$ cat config.mk
export PLATFORM = sky130hd
export DESIGN_NAME = pcl_top
export DESIGN_NICKNAME = d
export VERILOG_FILES = /design/src/include/pcl_pkg.sv /design/src/pcl_sync.sv /design/src/pcl_top.sv
export VERILOG_INCLUDE_DIRS = /design/src /design/src/include
export SDC_FILE = /design/constraint.sdc
export NUM_CORES = 1
export LEC_CHECK = 0
export ABC_CLOCK_PERIOD_IN_PS = 3850
export BUFFER_PORTS_ARGS = -buffer_cell sky130_fd_sc_hd__buf_2
export CAP_MARGIN = 20
export CORE_MARGIN = 2
export CORE_UTILIZATION = 40
export CTS_BUF_LIST = sky130_fd_sc_hd__clkbuf_2 sky130_fd_sc_hd__clkbuf_4 sky130_fd_sc_hd__clkbuf_8
export DETAILED_ROUTE_END_ITERATION = 6
export GPL_TIMING_DRIVEN = 0
export MAX_ROUTING_LAYER = met4
export SLEW_MARGIN = 15
export SYNTH_ARGS = -nofsm -noshare
export SYNTH_HDL_FRONTEND = slang
export SYNTH_SLANG_ARGS = --single-unit
$ cat constraint.sdc
create_clock -name mclk -period 3.85 [get_ports mclk]
set_clock_uncertainty 0.15 [all_clocks]
set_input_delay 0.385 -clock mclk [delete_from_list [all_inputs] [get_ports mclk]]
set_output_delay 0.385 -clock mclk [all_outputs]
set_load 0.05 [all_outputs]
$ cat src/include/pcl_regs.svh
// Register offsets, field positions, reset values and timing counts of the supervisor
`ifndef PCL_REGS_SVH
`define PCL_REGS_SVH

`define PCL_ADDR_CTRL      3'h0
`define PCL_ADDR_LEVEL     3'h1
`define PCL_ADDR_CAUSE     3'h2
`define PCL_ADDR_IRQ_STAT  3'h3
`define PCL_ADDR_IRQ_MASK  3'h4
`define PCL_ADDR_POR_STAT  3'h5

`define PCL_CTRL_EN_BIT    7
`define PCL_CTRL_SRC_BIT   2
`define PCL_CTRL_MODE_BIT  1
`define PCL_CTRL_FLAG_BIT  0
`define PCL_CAUSE_UV_BIT   0
`define PCL_IRQ_EDGE_BIT   0
`define PCL_IRQ_RST_BIT    1
`define PCL_POR_HYST_BIT   0
`define PCL_POR_RUN_BIT    1

`define PCL_CTRL_RESET     8'h00
`define PCL_LEVEL_RESET    4'h0
`define PCL_CAUSE_RESET    1'h0
`define PCL_IRQ_RESET      2'h0

`define PCL_CLK_MHZ        200.0
`define PCL_STAB_MIN_MS    1.93
`define PCL_STAB_MAX_MS    5.39
`define PCL_STAB_MIN_CYC   ($rtoi($ceil(`PCL_STAB_MIN_MS * 1000.0 * `PCL_CLK_MHZ)))
`define PCL_STAB_MAX_CYC   ($rtoi($floor(`PCL_STAB_MAX_MS * 1000.0 * `PCL_CLK_MHZ)))

`endif

$ cat src/include/pcl_pkg.sv
// Types shared by the supervisor modules
package pcl_pkg;
  typedef logic [7:0] pcl_byte_t;
  typedef logic [2:0] pcl_addr_t;
  typedef logic [3:0] pcl_level_t;
  typedef enum logic [1:0] {
    por_hold,
    por_wait,
    por_run
  } pcl_por_state_t;
endpackage : pcl_pkg

$ cat src/pcl_sync.sv
// Two-stage synchroniser for the analog comparator outputs
module pcl_sync #(
  parameter int WIDTH = 4
) (
  input  wire logic             mclk,
  input  wire logic             resetn,
  input  wire logic             ce,
  input  wire logic [WIDTH-1:0] d,
  output logic      [WIDTH-1:0] q
);
  logic [WIDTH-1:0] stage1;

  if (WIDTH < 1) begin : g_chk
    $error("pcl_sync: WIDTH must be at least 1");
  end

  // Stage one feeds only stage two
  always_ff @(posedge mclk or negedge resetn) begin
    if (!resetn) begin
      stage1 <= '0;
      q      <= '0;
    end else if (ce) begin
      stage1 <= d;
      q      <= stage1;
    end
  end
endmodule : pcl_sync

$ cat src/pcl_top.sv
// Power-on-clear and undervoltage detector digital supervisor
//
// Summary of operation
// - Single-threshold mode holds reset from power-up until supply exceeds the low threshold.
// - Mode 0: reset while supply below low threshold, released at or above it.
// - Mode 1: reset held at power-up until supply exceeds the high threshold.
// - Hysteretic mode: reset below low threshold, release only at the high threshold.
// - Stabilisation wait after low crossing; early high crossing stretches it to maximum.
// - Detector compares supply level or external pin, chosen by source select.
// - Reset mode: internal reset while selected input below threshold, released above.
// - Interrupt mode: event on falling below and on rising back above threshold.
// - Sixteen software-selectable supply levels passed to the analog comparator.
// - Source select is control bit 2, reset/interrupt mode is bit 1.
// - Control bit 0 reads the current comparison result while enabled.
// - An undervoltage reset sets bit 0 of the reset-cause register.
// - Interrupt output follows the flag only when enabled and in interrupt mode.
// - Enable, source and mode bits cleared by every reset except undervoltage reset.
// - Power-on-clear reset clears the whole reset-cause register.
//
// The implementer's own choices: the register addresses and the address-and-strobe port.
`include "pcl_regs.svh"

module pcl_top #(
  parameter int STAB_MIN_CYC = `PCL_STAB_MIN_CYC,
  parameter int STAB_MAX_CYC = `PCL_STAB_MAX_CYC
) (
  input  wire logic               mclk,
  input  wire logic               resetn,
  input  wire logic               ce,
  input  wire logic               por_hysteresis_select,
  input  wire logic               cmp_above_low,
  input  wire logic               cmp_above_high,
  input  wire logic               cmp_supply_below,
  input  wire logic               cmp_ext_below,
  input  wire logic               wdt_reset,
  input  wire logic               stop_mode,
  input  wire pcl_pkg::pcl_addr_t addr,
  input  wire pcl_pkg::pcl_byte_t wdata,
  input  wire logic               wr,
  input  wire logic               rd,
  output pcl_pkg::pcl_byte_t      rdata,
  output pcl_pkg::pcl_level_t     level_select,
  output logic                    detector_enable,
  output logic                    detect_source_select,
  output logic                    por_reset_n,
  output logic                    undervolt_reset,
  output logic                    sys_reset_n,
  output logic                    undervolt_irq,
  output logic                    irq
);
  import pcl_pkg::*;

  localparam int CW = $clog2(STAB_MAX_CYC + 1);

  if (STAB_MIN_CYC < 1 || STAB_MAX_CYC < STAB_MIN_CYC) begin : g_chk
    $error("pcl_top: stabilisation counts out of range");
  end

  logic [3:0]     sync_q;
  logic           low_s;
  logic           high_s;
  logic           supply_below_s;
  logic           ext_below_s;
  pcl_por_state_t state;
  pcl_por_state_t next_state;
  logic [CW-1:0]  stab_cnt;
  logic           early_high;
  logic           hyst;
  logic           strap_taken;
  logic           detect_reset_not_irq;
  logic           undervoltage_flag;
  logic           undervolt_reset_cause;
  pcl_level_t     undervolt_level_reg;
  logic [1:0]     irq_stat;
  logic [1:0]     irq_mask;

  // Detector runs on the free oscillator clock, so stop mode needs no special case
  pcl_sync #(
    .WIDTH (4)
  ) u_sync (
    .mclk   (mclk),
    .resetn (resetn),
    .ce     (ce),
    .d      ({cmp_ext_below, cmp_supply_below, cmp_above_high, cmp_above_low}),
    .q      (sync_q)
  );

  assign low_s          = sync_q[0];
  assign high_s         = sync_q[1];
  assign supply_below_s = sync_q[2];
  assign ext_below_s    = sync_q[3];

  // Power-on-clear sequencing
  wire target_ok   = hyst ? high_s : low_s;
  wire stab_min    = stab_cnt >= CW'(STAB_MIN_CYC);
  wire stab_max    = stab_cnt >= CW'(STAB_MAX_CYC);
  wire stab_done   = early_high ? stab_max : stab_min;
  wire por_active  = (state != por_run);

  always_comb begin
    next_state = state;
    unique case (state)
      por_hold: if (low_s) next_state = por_wait;
      por_wait: begin
        if (!low_s)
          next_state = por_hold;
        else if (strap_taken && target_ok && stab_done)
          next_state = por_run;
      end
      por_run: if (!low_s) next_state = por_hold;
    endcase
  end

  always_ff @(posedge mclk or negedge resetn) begin
    if (!resetn) begin
      state <= por_hold;
    end else if (ce) begin
      state <= next_state;
    end
  end

  // Counter starts at the low crossing and saturates at the maximum wait
  always_ff @(posedge mclk or negedge resetn) begin
    if (!resetn) begin
      stab_cnt   <= '0;
      early_high <= 1'b0;
    end else if (ce) begin
      if (state != por_wait) begin
        stab_cnt   <= '0;
        early_high <= 1'b0;
      end else begin
        if (!stab_max)
          stab_cnt <= stab_cnt + CW'(1);
        if (high_s && !stab_min)
          early_high <= 1'b1;
      end
    end
  end

  // Option setting is caught once after reset release, never under reset
  always_ff @(posedge mclk or negedge resetn) begin
    if (!resetn) begin
      hyst        <= 1'b0;
      strap_taken <= 1'b0;
    end else if (ce && !strap_taken) begin
      hyst        <= por_hysteresis_select;
      strap_taken <= 1'b1;
    end
  end

  // Undervoltage detector
  wire sel_below  = detect_source_select ? ext_below_s : supply_below_s;
  wire next_flag  = detector_enable & sel_below;
  wire irq_mode   = detector_enable & ~detect_reset_not_irq;
  wire flag_edge  = irq_mode & (next_flag != undervoltage_flag);
  wire uv_rst_now = detector_enable & detect_reset_not_irq & undervoltage_flag;
  wire clr_ctrl   = por_active | wdt_reset;

  assign undervolt_reset = uv_rst_now;
  assign por_reset_n     = ~por_active;
  assign sys_reset_n     = ~por_active & ~uv_rst_now;
  assign undervolt_irq   = irq_mode & undervoltage_flag;
  assign irq             = |(irq_stat & irq_mask);

  always_ff @(posedge mclk or negedge resetn) begin
    if (!resetn) begin
      undervoltage_flag <= 1'b0;
    end else if (ce) begin
      undervoltage_flag <= next_flag;
    end
  end

  // Register port decode
  wire wr_ctrl  = wr && addr == `PCL_ADDR_CTRL;
  wire wr_level = wr && addr == `PCL_ADDR_LEVEL;
  wire wr_stat  = wr && addr == `PCL_ADDR_IRQ_STAT;
  wire wr_mask  = wr && addr == `PCL_ADDR_IRQ_MASK;
  wire rd_cause = rd && addr == `PCL_ADDR_CAUSE;

  // An undervoltage reset leaves the control bits alone
  always_ff @(posedge mclk or negedge resetn) begin
    if (!resetn) begin
      detector_enable      <= 1'(`PCL_CTRL_RESET >> `PCL_CTRL_EN_BIT);
      detect_source_select <= 1'b0;
      detect_reset_not_irq <= 1'b0;
    end else if (ce) begin
      if (clr_ctrl) begin
        detector_enable      <= 1'b0;
        detect_source_select <= 1'b0;
        detect_reset_not_irq <= 1'b0;
      end else if (wr_ctrl) begin
        detector_enable      <= wdata[`PCL_CTRL_EN_BIT];
        detect_source_select <= wdata[`PCL_CTRL_SRC_BIT];
        detect_reset_not_irq <= wdata[`PCL_CTRL_MODE_BIT];
      end
    end
  end

  always_ff @(posedge mclk or negedge resetn) begin
    if (!resetn) begin
      undervolt_level_reg <= `PCL_LEVEL_RESET;
    end else if (ce) begin
      if (clr_ctrl)
        undervolt_level_reg <= `PCL_LEVEL_RESET;
      else if (wr_level)
        undervolt_level_reg <= wdata[3:0];
    end
  end

  assign level_select = undervolt_level_reg;

  // Set wins over the clear by read; power-on clear wins over both
  always_ff @(posedge mclk or negedge resetn) begin
    if (!resetn) begin
      undervolt_reset_cause <= `PCL_CAUSE_RESET;
    end else if (ce) begin
      if (por_active)
        undervolt_reset_cause <= 1'b0;
      else if (uv_rst_now)
        undervolt_reset_cause <= 1'b1;
      else if (rd_cause)
        undervolt_reset_cause <= 1'b0;
    end
  end

  // Sticky event bits, write one to clear, new events win
  wire [1:0] irq_set = {uv_rst_now, flag_edge};

  always_ff @(posedge mclk or negedge resetn) begin
    if (!resetn) begin
      irq_stat <= `PCL_IRQ_RESET;
      irq_mask <= `PCL_IRQ_RESET;
    end else if (ce) begin
      irq_stat <= irq_set | (irq_stat & ~(wr_stat ? wdata[1:0] : 2'h0));
      if (wr_mask)
        irq_mask <= wdata[1:0];
    end
  end

  // Read data one cycle after the strobe; unmapped offsets read zero
  wire [7:0] ctrl_view = {detector_enable, 4'h0, detect_source_select,
                          detect_reset_not_irq, undervoltage_flag};
  wire [7:0] rd_mux =
    (addr == `PCL_ADDR_CTRL)     ? ctrl_view :
    (addr == `PCL_ADDR_LEVEL)    ? {4'h0, undervolt_level_reg} :
    (addr == `PCL_ADDR_CAUSE)    ? {7'h00, undervolt_reset_cause} :
    (addr == `PCL_ADDR_IRQ_STAT) ? {6'h00, irq_stat} :
    (addr == `PCL_ADDR_IRQ_MASK) ? {6'h00, irq_mask} :
    (addr == `PCL_ADDR_POR_STAT) ? {6'h00, ~por_active, hyst} : 8'h00;

  always_ff @(posedge mclk or negedge resetn) begin
    if (!resetn) begin
      rdata <= 8'h00;
    end else if (ce) begin
      rdata <= rd ? rd_mux : 8'h00;
    end
  end
endmodule : pcl_top

==> run_results.csv, run 1 <==
group,metric,value,unit
outcome,outcome,"complete, no violations",
routing,via_per_inst,5.16,
worst_setup_path,cp_data_arrival_time,1.65,ns
sta,fin_crit_sh,56.8,%
global_routing,grt_pass1_vias,2115,
clock_network,clock-sinks,52,
synth,synth_area,0.00281,sq mm
clock_network,cts_max_level,2,
place,numPortBuffers,34,
global_routing,grt_usage,17.6,%
floorplanning,die_x,87.9,um
routing,route.final.wire_length,6.19,mm
synth,netlist.area_leader.share,46.3,%
sta,setup_viol,0,
synth,async_flop_share,100,%
sta,tightest_slew,0.556,ns
sta,rsz0062_at_grt,"no",
hold_path,min_path_type,"in -> reg",
synth,yosys.area.top_type,"dfrtp_1",
synth,avgSynthCellArea,10.0,sq um
worst_setup_path,crit_required,3.31,ns
synth,yosysMostFrequentCell,"dfrtp_1",
routing,routedWlPerCell,14.6,um
global_routing,grt.overflow.total,0,
synth,yosysUniqueCellTypes,54,
sta,tns,0,ns
synth,synth-main-ff-cell,"dfrtp_1",
pwr,p_leak,1.46,nW
sta,drv_slew,0,
worst_setup_path,setup.worst_path.class,"reg -> out",
worst_setup_path,crit_path_end_kind,"output pin",
global_routing,grt_pass1_wl,10.3,mm
routing,vias,2181,
sta,fin_crit,2.19,ns
final_layout,num_antenna_cells,0,
clock_network,numCtsBuffers,5,
floorplanning,chipHeight,87.9,um
pwr,p_per_area,373,mW/mm^2
routing,drcViolationCount,0,
final_layout,areaGrowthSynthToFinish,15.6,%
clock_network,cts_buffer_depth,2,
routing,antenna_left,0,
floorplanning,core,0.00679,sq mm
floorplanning,ios,42,
global_routing,antenna_found_initial,0,
run,cap_viol_max_count,0,
global_routing,grt_max_degree,31,
routing,first_pass_iters,4,
floorplanning,initial_core_util,41.4,%
sta,fmax,457,MHz
synth,yosysWarnings,0,
synth,synth-seq-area-share,46.3,%
pwr,ir_drop,0.248,mV
clock_network,ctsResizeCount,0,
floorplanning,std_cell_rows,30,
place,routabilityCongestion,0.875,
sta,slew_headroom,63.0,%
routing,drt_iter0_drc,83,
sta,holdWs,0.133,ns
clock_network,cts_tree,"built",
synth,synthTopCellsByArea,"dfrtp_1, mux2_2, a22o_1, nor2_1, nand4_1",
clock_network,clkTransAtPathRegs,0.10,ns
final_layout,layout-drive-gt1-share,24.2,%
clock_network,clkLatencyLatePin,0.31,ns
final_layout,final_nets,354,
worst_setup_path,crit_fanout,8,
place,place_hpwl,4.55,mm
sta,hold_viol_final,0,
synth,ys_ff_latch,52,
floorplanning,fp.dieArea,0.00772,sq mm
worst_setup_path,worstSetupStartpointType,"flop",
clock_network,root_buffer,"clkbuf_8",
synth,syn_inst,281,
synth,synth_edf_count,0,
synth,synth_commonest_cells,"dfrtp_1, nor2_1, nand2_1",
-- layer usage --
metal,part of all wire (%),up-vias,GRT usage [%],routed length (um)
met3,2.8,6,3.20,176
met5,0,-,-,0
met2,46,26,26.6,2850
li1,-,1098,-,-
met4,0.92,0,4.34,57
met1,50,1051,24.7,3110
-- logic make-up after synthesis --
logic type	Yosys count	share of synthesized area [%]
adders and majority gates	5	2.22
AOI/OAI and AO/OA	47	12.1
muxes	17	6.63
other	1	0.133
xor gates and xnor gates	15	4.67
buffers and inverters	27	5.16
and+or+nand+nor	117	22.9
DFF	52	46.3
-- critical path: stages (launching register included) --
cell	delay, ns
dfrtp_1	0.39
inv_1	0.10
ha_1	0.38
nor2b_1	0.20
buf_2	0.28
-- report_power, final --
group	switching, mW	internal (mW)	total (mW)
sequential	0.0379	0.588	0.626
combinational	0.120	0.0856	0.205
clock	0.182	0.200	0.382
-- area by class of cell --
type	count	area, sq um
Fill cell	648	3540
Multi-Input combinational cell	204	1370
Sequential cell	52	1300
Timing Repair Buffer	36	200
Tap cell	96	120
Buffer	15	100
Clock buffer	6	76.3
Inverter	12	45.0
Clock inverter	2	35.0
-- worst paths after layout --
path / startpoint / to / slack, ns / depth (start not counted)
max: state[0] / sys_reset_n / 1.66 / 4
min: wdata[3] / level_select[3] / 0.13 / 2
max reg2reg: stab_cnt[4] / state[0] / 1.74 / 6
min reg2reg: u_sync.stage1[2] / u_sync.stage1[2] / 0.36 / 1
max in group asynchronous: resetn / rdata[0] / 2.56 / 3
min in group asynchronous: resetn / stab_cnt[9] / 0.44 / 2
-- cell usage in the layout, fill, tap and decap left out, types with 8 or more instances in the layout --
master,instances
dfrtp_1,52
buf_2,36
nor2_1,25
nand2_1,17
nand4_1,13
nor3_1,13
mux2_2,13
o21ai_0,13
inv_1,12
a22o_1,12
nand3_1,12
xor2_1,8
-- state kept, by name, summed over array words and instances, names as in the netlist --
name	flops
undervolt_reset_cause	1
u_sync.q	4
hyst	1
irq_stat	2
stab_cnt	21
early_high	1
strap_taken	1
detect_reset_not_irq	1
irq_mask	2
u_sync.stage1	4
level_select	4
detector_enable	1
rdata	5
detect_source_select	1
state	2
undervoltage_flag	1
-- per-stage QoR --
stage | instance area (sq um) | instances | util (%) | total power [mW] | setup WS, ns
finish | 3250 | 423 | 47.9 | 1.21 | 1.66
floorplan | 2820 | 283 | - | 0.772 | 1.47
detailed placement | 3130 | 414 | 46.1 | 0.843 | 1.45
CTS | 3250 | 423 | 47.9 | 1.23 | 1.65
global route | 3250 | 423 | 47.9 | 1.28 | 1.57
global placement | 3110 | 413 | 45.8 | 0.834 | 1.45
-- repair_timing --
action / CTS / global route
endpoints found under the hold margin: 22 / 0
setup buffers: 0 / 0
hold buffers: 1 / 0
No activity file was read; power rests on OpenSTA's default activity.
==> run 2: changes to the inputs <==
--- a/config.mk
+++ b/config.mk
@@ -6,7 +6,7 @@
 export SDC_FILE = /design/constraint.sdc
 export NUM_CORES = 1
 export LEC_CHECK = 0
-export ABC_CLOCK_PERIOD_IN_PS = 3850
+export ABC_CLOCK_PERIOD_IN_PS = 2100
 export BUFFER_PORTS_ARGS = -buffer_cell sky130_fd_sc_hd__buf_2
 export CAP_MARGIN = 20
 export CORE_MARGIN = 2
==> constraint.sdc (replaced) <==
create_clock -name mclk -period 2.1 [get_ports mclk]
set_clock_uncertainty 0.15 [all_clocks]
set_input_delay 0.21 -clock mclk [delete_from_list [all_inputs] [get_ports mclk]]
set_output_delay 0.21 -clock mclk [all_outputs]
set_load 0.05 [all_outputs]
==> run_results.csv, run 2 (synthesized netlist as in run 1, its figures left out) <==
group,metric,value,unit
outcome,outcome,"complete, no violations",
routing,via_per_inst,5.19,
final_layout,largest_reg_flops,21,
routing,first_pass_iters,4,
place,numPortBuffers,34,
pwr,p_leak,1.49,nW
global_routing,grt_pass1_vias,2116,
clock_network,numCtsBuffers,5,
floorplanning,chipHeight,87.9,um
clock_network,root_buffer,"clkbuf_8",
floorplanning,initial_core_util,41.4,%
clock_network,post_cts_buffers,0,
routing,vias,2236,
final_layout,layout-drive-gt1-share,24.5,%
worst_setup_path,worstSetupStartpointType,"flop",
final_layout,design_area,0.00335,sq mm
routing,routedWlPerCell,14.4,um
worst_setup_path,setup.worst_path.class,"reg -> reg",
place,dp_cells,414,
global_routing,grt_max_degree,30,
worst_setup_path,crit_required,2.16,ns
place,place_hpwl,4.52,mm
global_routing,met2_usage,28.4,%
global_routing,grt.overflow.total,0,
final_layout,areaGrowthSynthToFinish,19.1,%
floorplanning,std_cell_rows,30,
hold_path,min_path_type,"in -> reg",
sta,fmax,493,MHz
final_layout,final_common_cell,"dfrtp_1",
worst_setup_path,crit_fanout,8,
clock_network,cts_tree,"built",
worst_setup_path,crit_path_end_kind,"flop",
sta,drv_slew,0,
final_layout,layout_common_cells,"dfrtp_1, buf_2, nor2_1, nand2_1",
clock_network,clkLatencyLatePin,0.30,ns
sta,slew_headroom,60.8,%
final_layout,regMostFlops,"stab_cnt",
floorplanning,fp.dieArea,0.00772,sq mm
clock_network,clkTransAtPathRegs,0.10,ns
final_layout,final_nets,362,
global_routing,top_usage_layer,"met2",
floorplanning,core,0.00679,sq mm
sta,tightest_slew,0.589,ns
routing,drt_iter0_drc,142,
routing,route.final.wire_length,6.20,mm
final_layout,top_regs,"stab_cnt (21), rdata (5)",
final_layout,num_antenna_cells,0,
floorplanning,ios,42,
sta,fin_crit_sh,96.6,%
routing,drcViolationCount,0,
global_routing,met3_usage,3.20,%
global_routing,grt_usage,17.4,%
clock_network,cts_max_level,2,
final_layout,final_cells,431,
sta,hold_viol_final,0,
clock_network,clock-sinks,52,
sta,rsz0062_at_grt,"no",
global_routing,met1_usage,22.4,%
floorplanning,die_x,87.9,um
sta,setup_slack,0.0709,ns
pwr,ir_drop,0.454,mV
routing,antenna_left,0,
place,dp_worst_setup_slack,-0.105,ns
global_routing,grt_pass1_wl,10.1,mm
final_layout,final_util,49.3,%
sta,setup_viol,0,
run,cap_viol_max_count,0,
place,placed_area,0.00313,sq mm
clock_network,cts_buffer_depth,2,
sta,fin_crit,2.03,ns
pwr,p_per_area,663,mW/mm^2
place,routabilityCongestion,0.851,
worst_setup_path,cp_data_arrival_time,2.09,ns
global_routing,antenna_found_initial,0,
[run 2: final cells by class]
type / count / area, sq um
flip-flops and latches: 52 / 1300
well taps: 96 / 120
repair buffers: 44 / 280
multi-input cells: 204 / 1390
clock buffers: 5 / 68.8
fillers: 649 / 3440
clock inverters: 3 / 42.5
plain buffers: 15 / 104
inverters: 12 / 45.0
[run 2: path summary, 6_finish.rpt]
kind,startpoint,depth (start not counted),slack (ns),end
setup / recovery,stab_cnt[4],5,0.07,state[1]
hold / removal,wdata[0],2,0.01,level_select[0]
setup reg to reg,stab_cnt[4],5,0.07,state[1]
hold reg to reg,u_sync.stage1[2],1,0.36,u_sync.q[2]
max in group asynchronous,resetn,3,0.98,stab_cnt[19]
min in group asynchronous,resetn,2,0.27,stab_cnt[9]
[run 2: critical path, cell delays in order (launching register included)]
cell	delay, ns
dfrtp_1	0.49
nand4_2	0.18
a211oi_4	0.34
o21ai_2	0.15
or3_4	0.39
a32oi_1	0.24
[run 2: where the power goes]
group	total [mW]	switching, mW	internal, mW	leakage [nW]
combinational	0.392	0.224	0.168	0.747
sequential	1.14	0.0674	1.08	0.691
clock	0.684	0.331	0.353	0.0541
[run 2: repair_timing]
action                                 4_1_cts  5_1_grt
pin swaps                                    0        1
hold buffers                                 9        0
endpoints found under the hold margin       32        0
resized for setup                            1        5
setup endpoints to repair                    1       12
cloned                                       0        0
[run 2: metal layers]
layer	up-vias	routed length (um)	part of all wire [%]
met3	8	211	3.4
met5	-	0	0
li1	1099	-	-
met2	40	2990	48
met1	1089	2930	47
met4	0	70	1.1
[run 2: stage by stage]
stage,power (mW),setup TNS (ns),hold WS [ns]
2_1_floorplan,1.42,0,-0.236
3_3_place_gp,1.53,-0.740,0.280
3_5_place_dp,1.55,-0.951,0.0812
4_1_cts,2.25,0,0.00877
5_1_grt,2.36,0,0.00451
6_report,2.22,0,0.0148
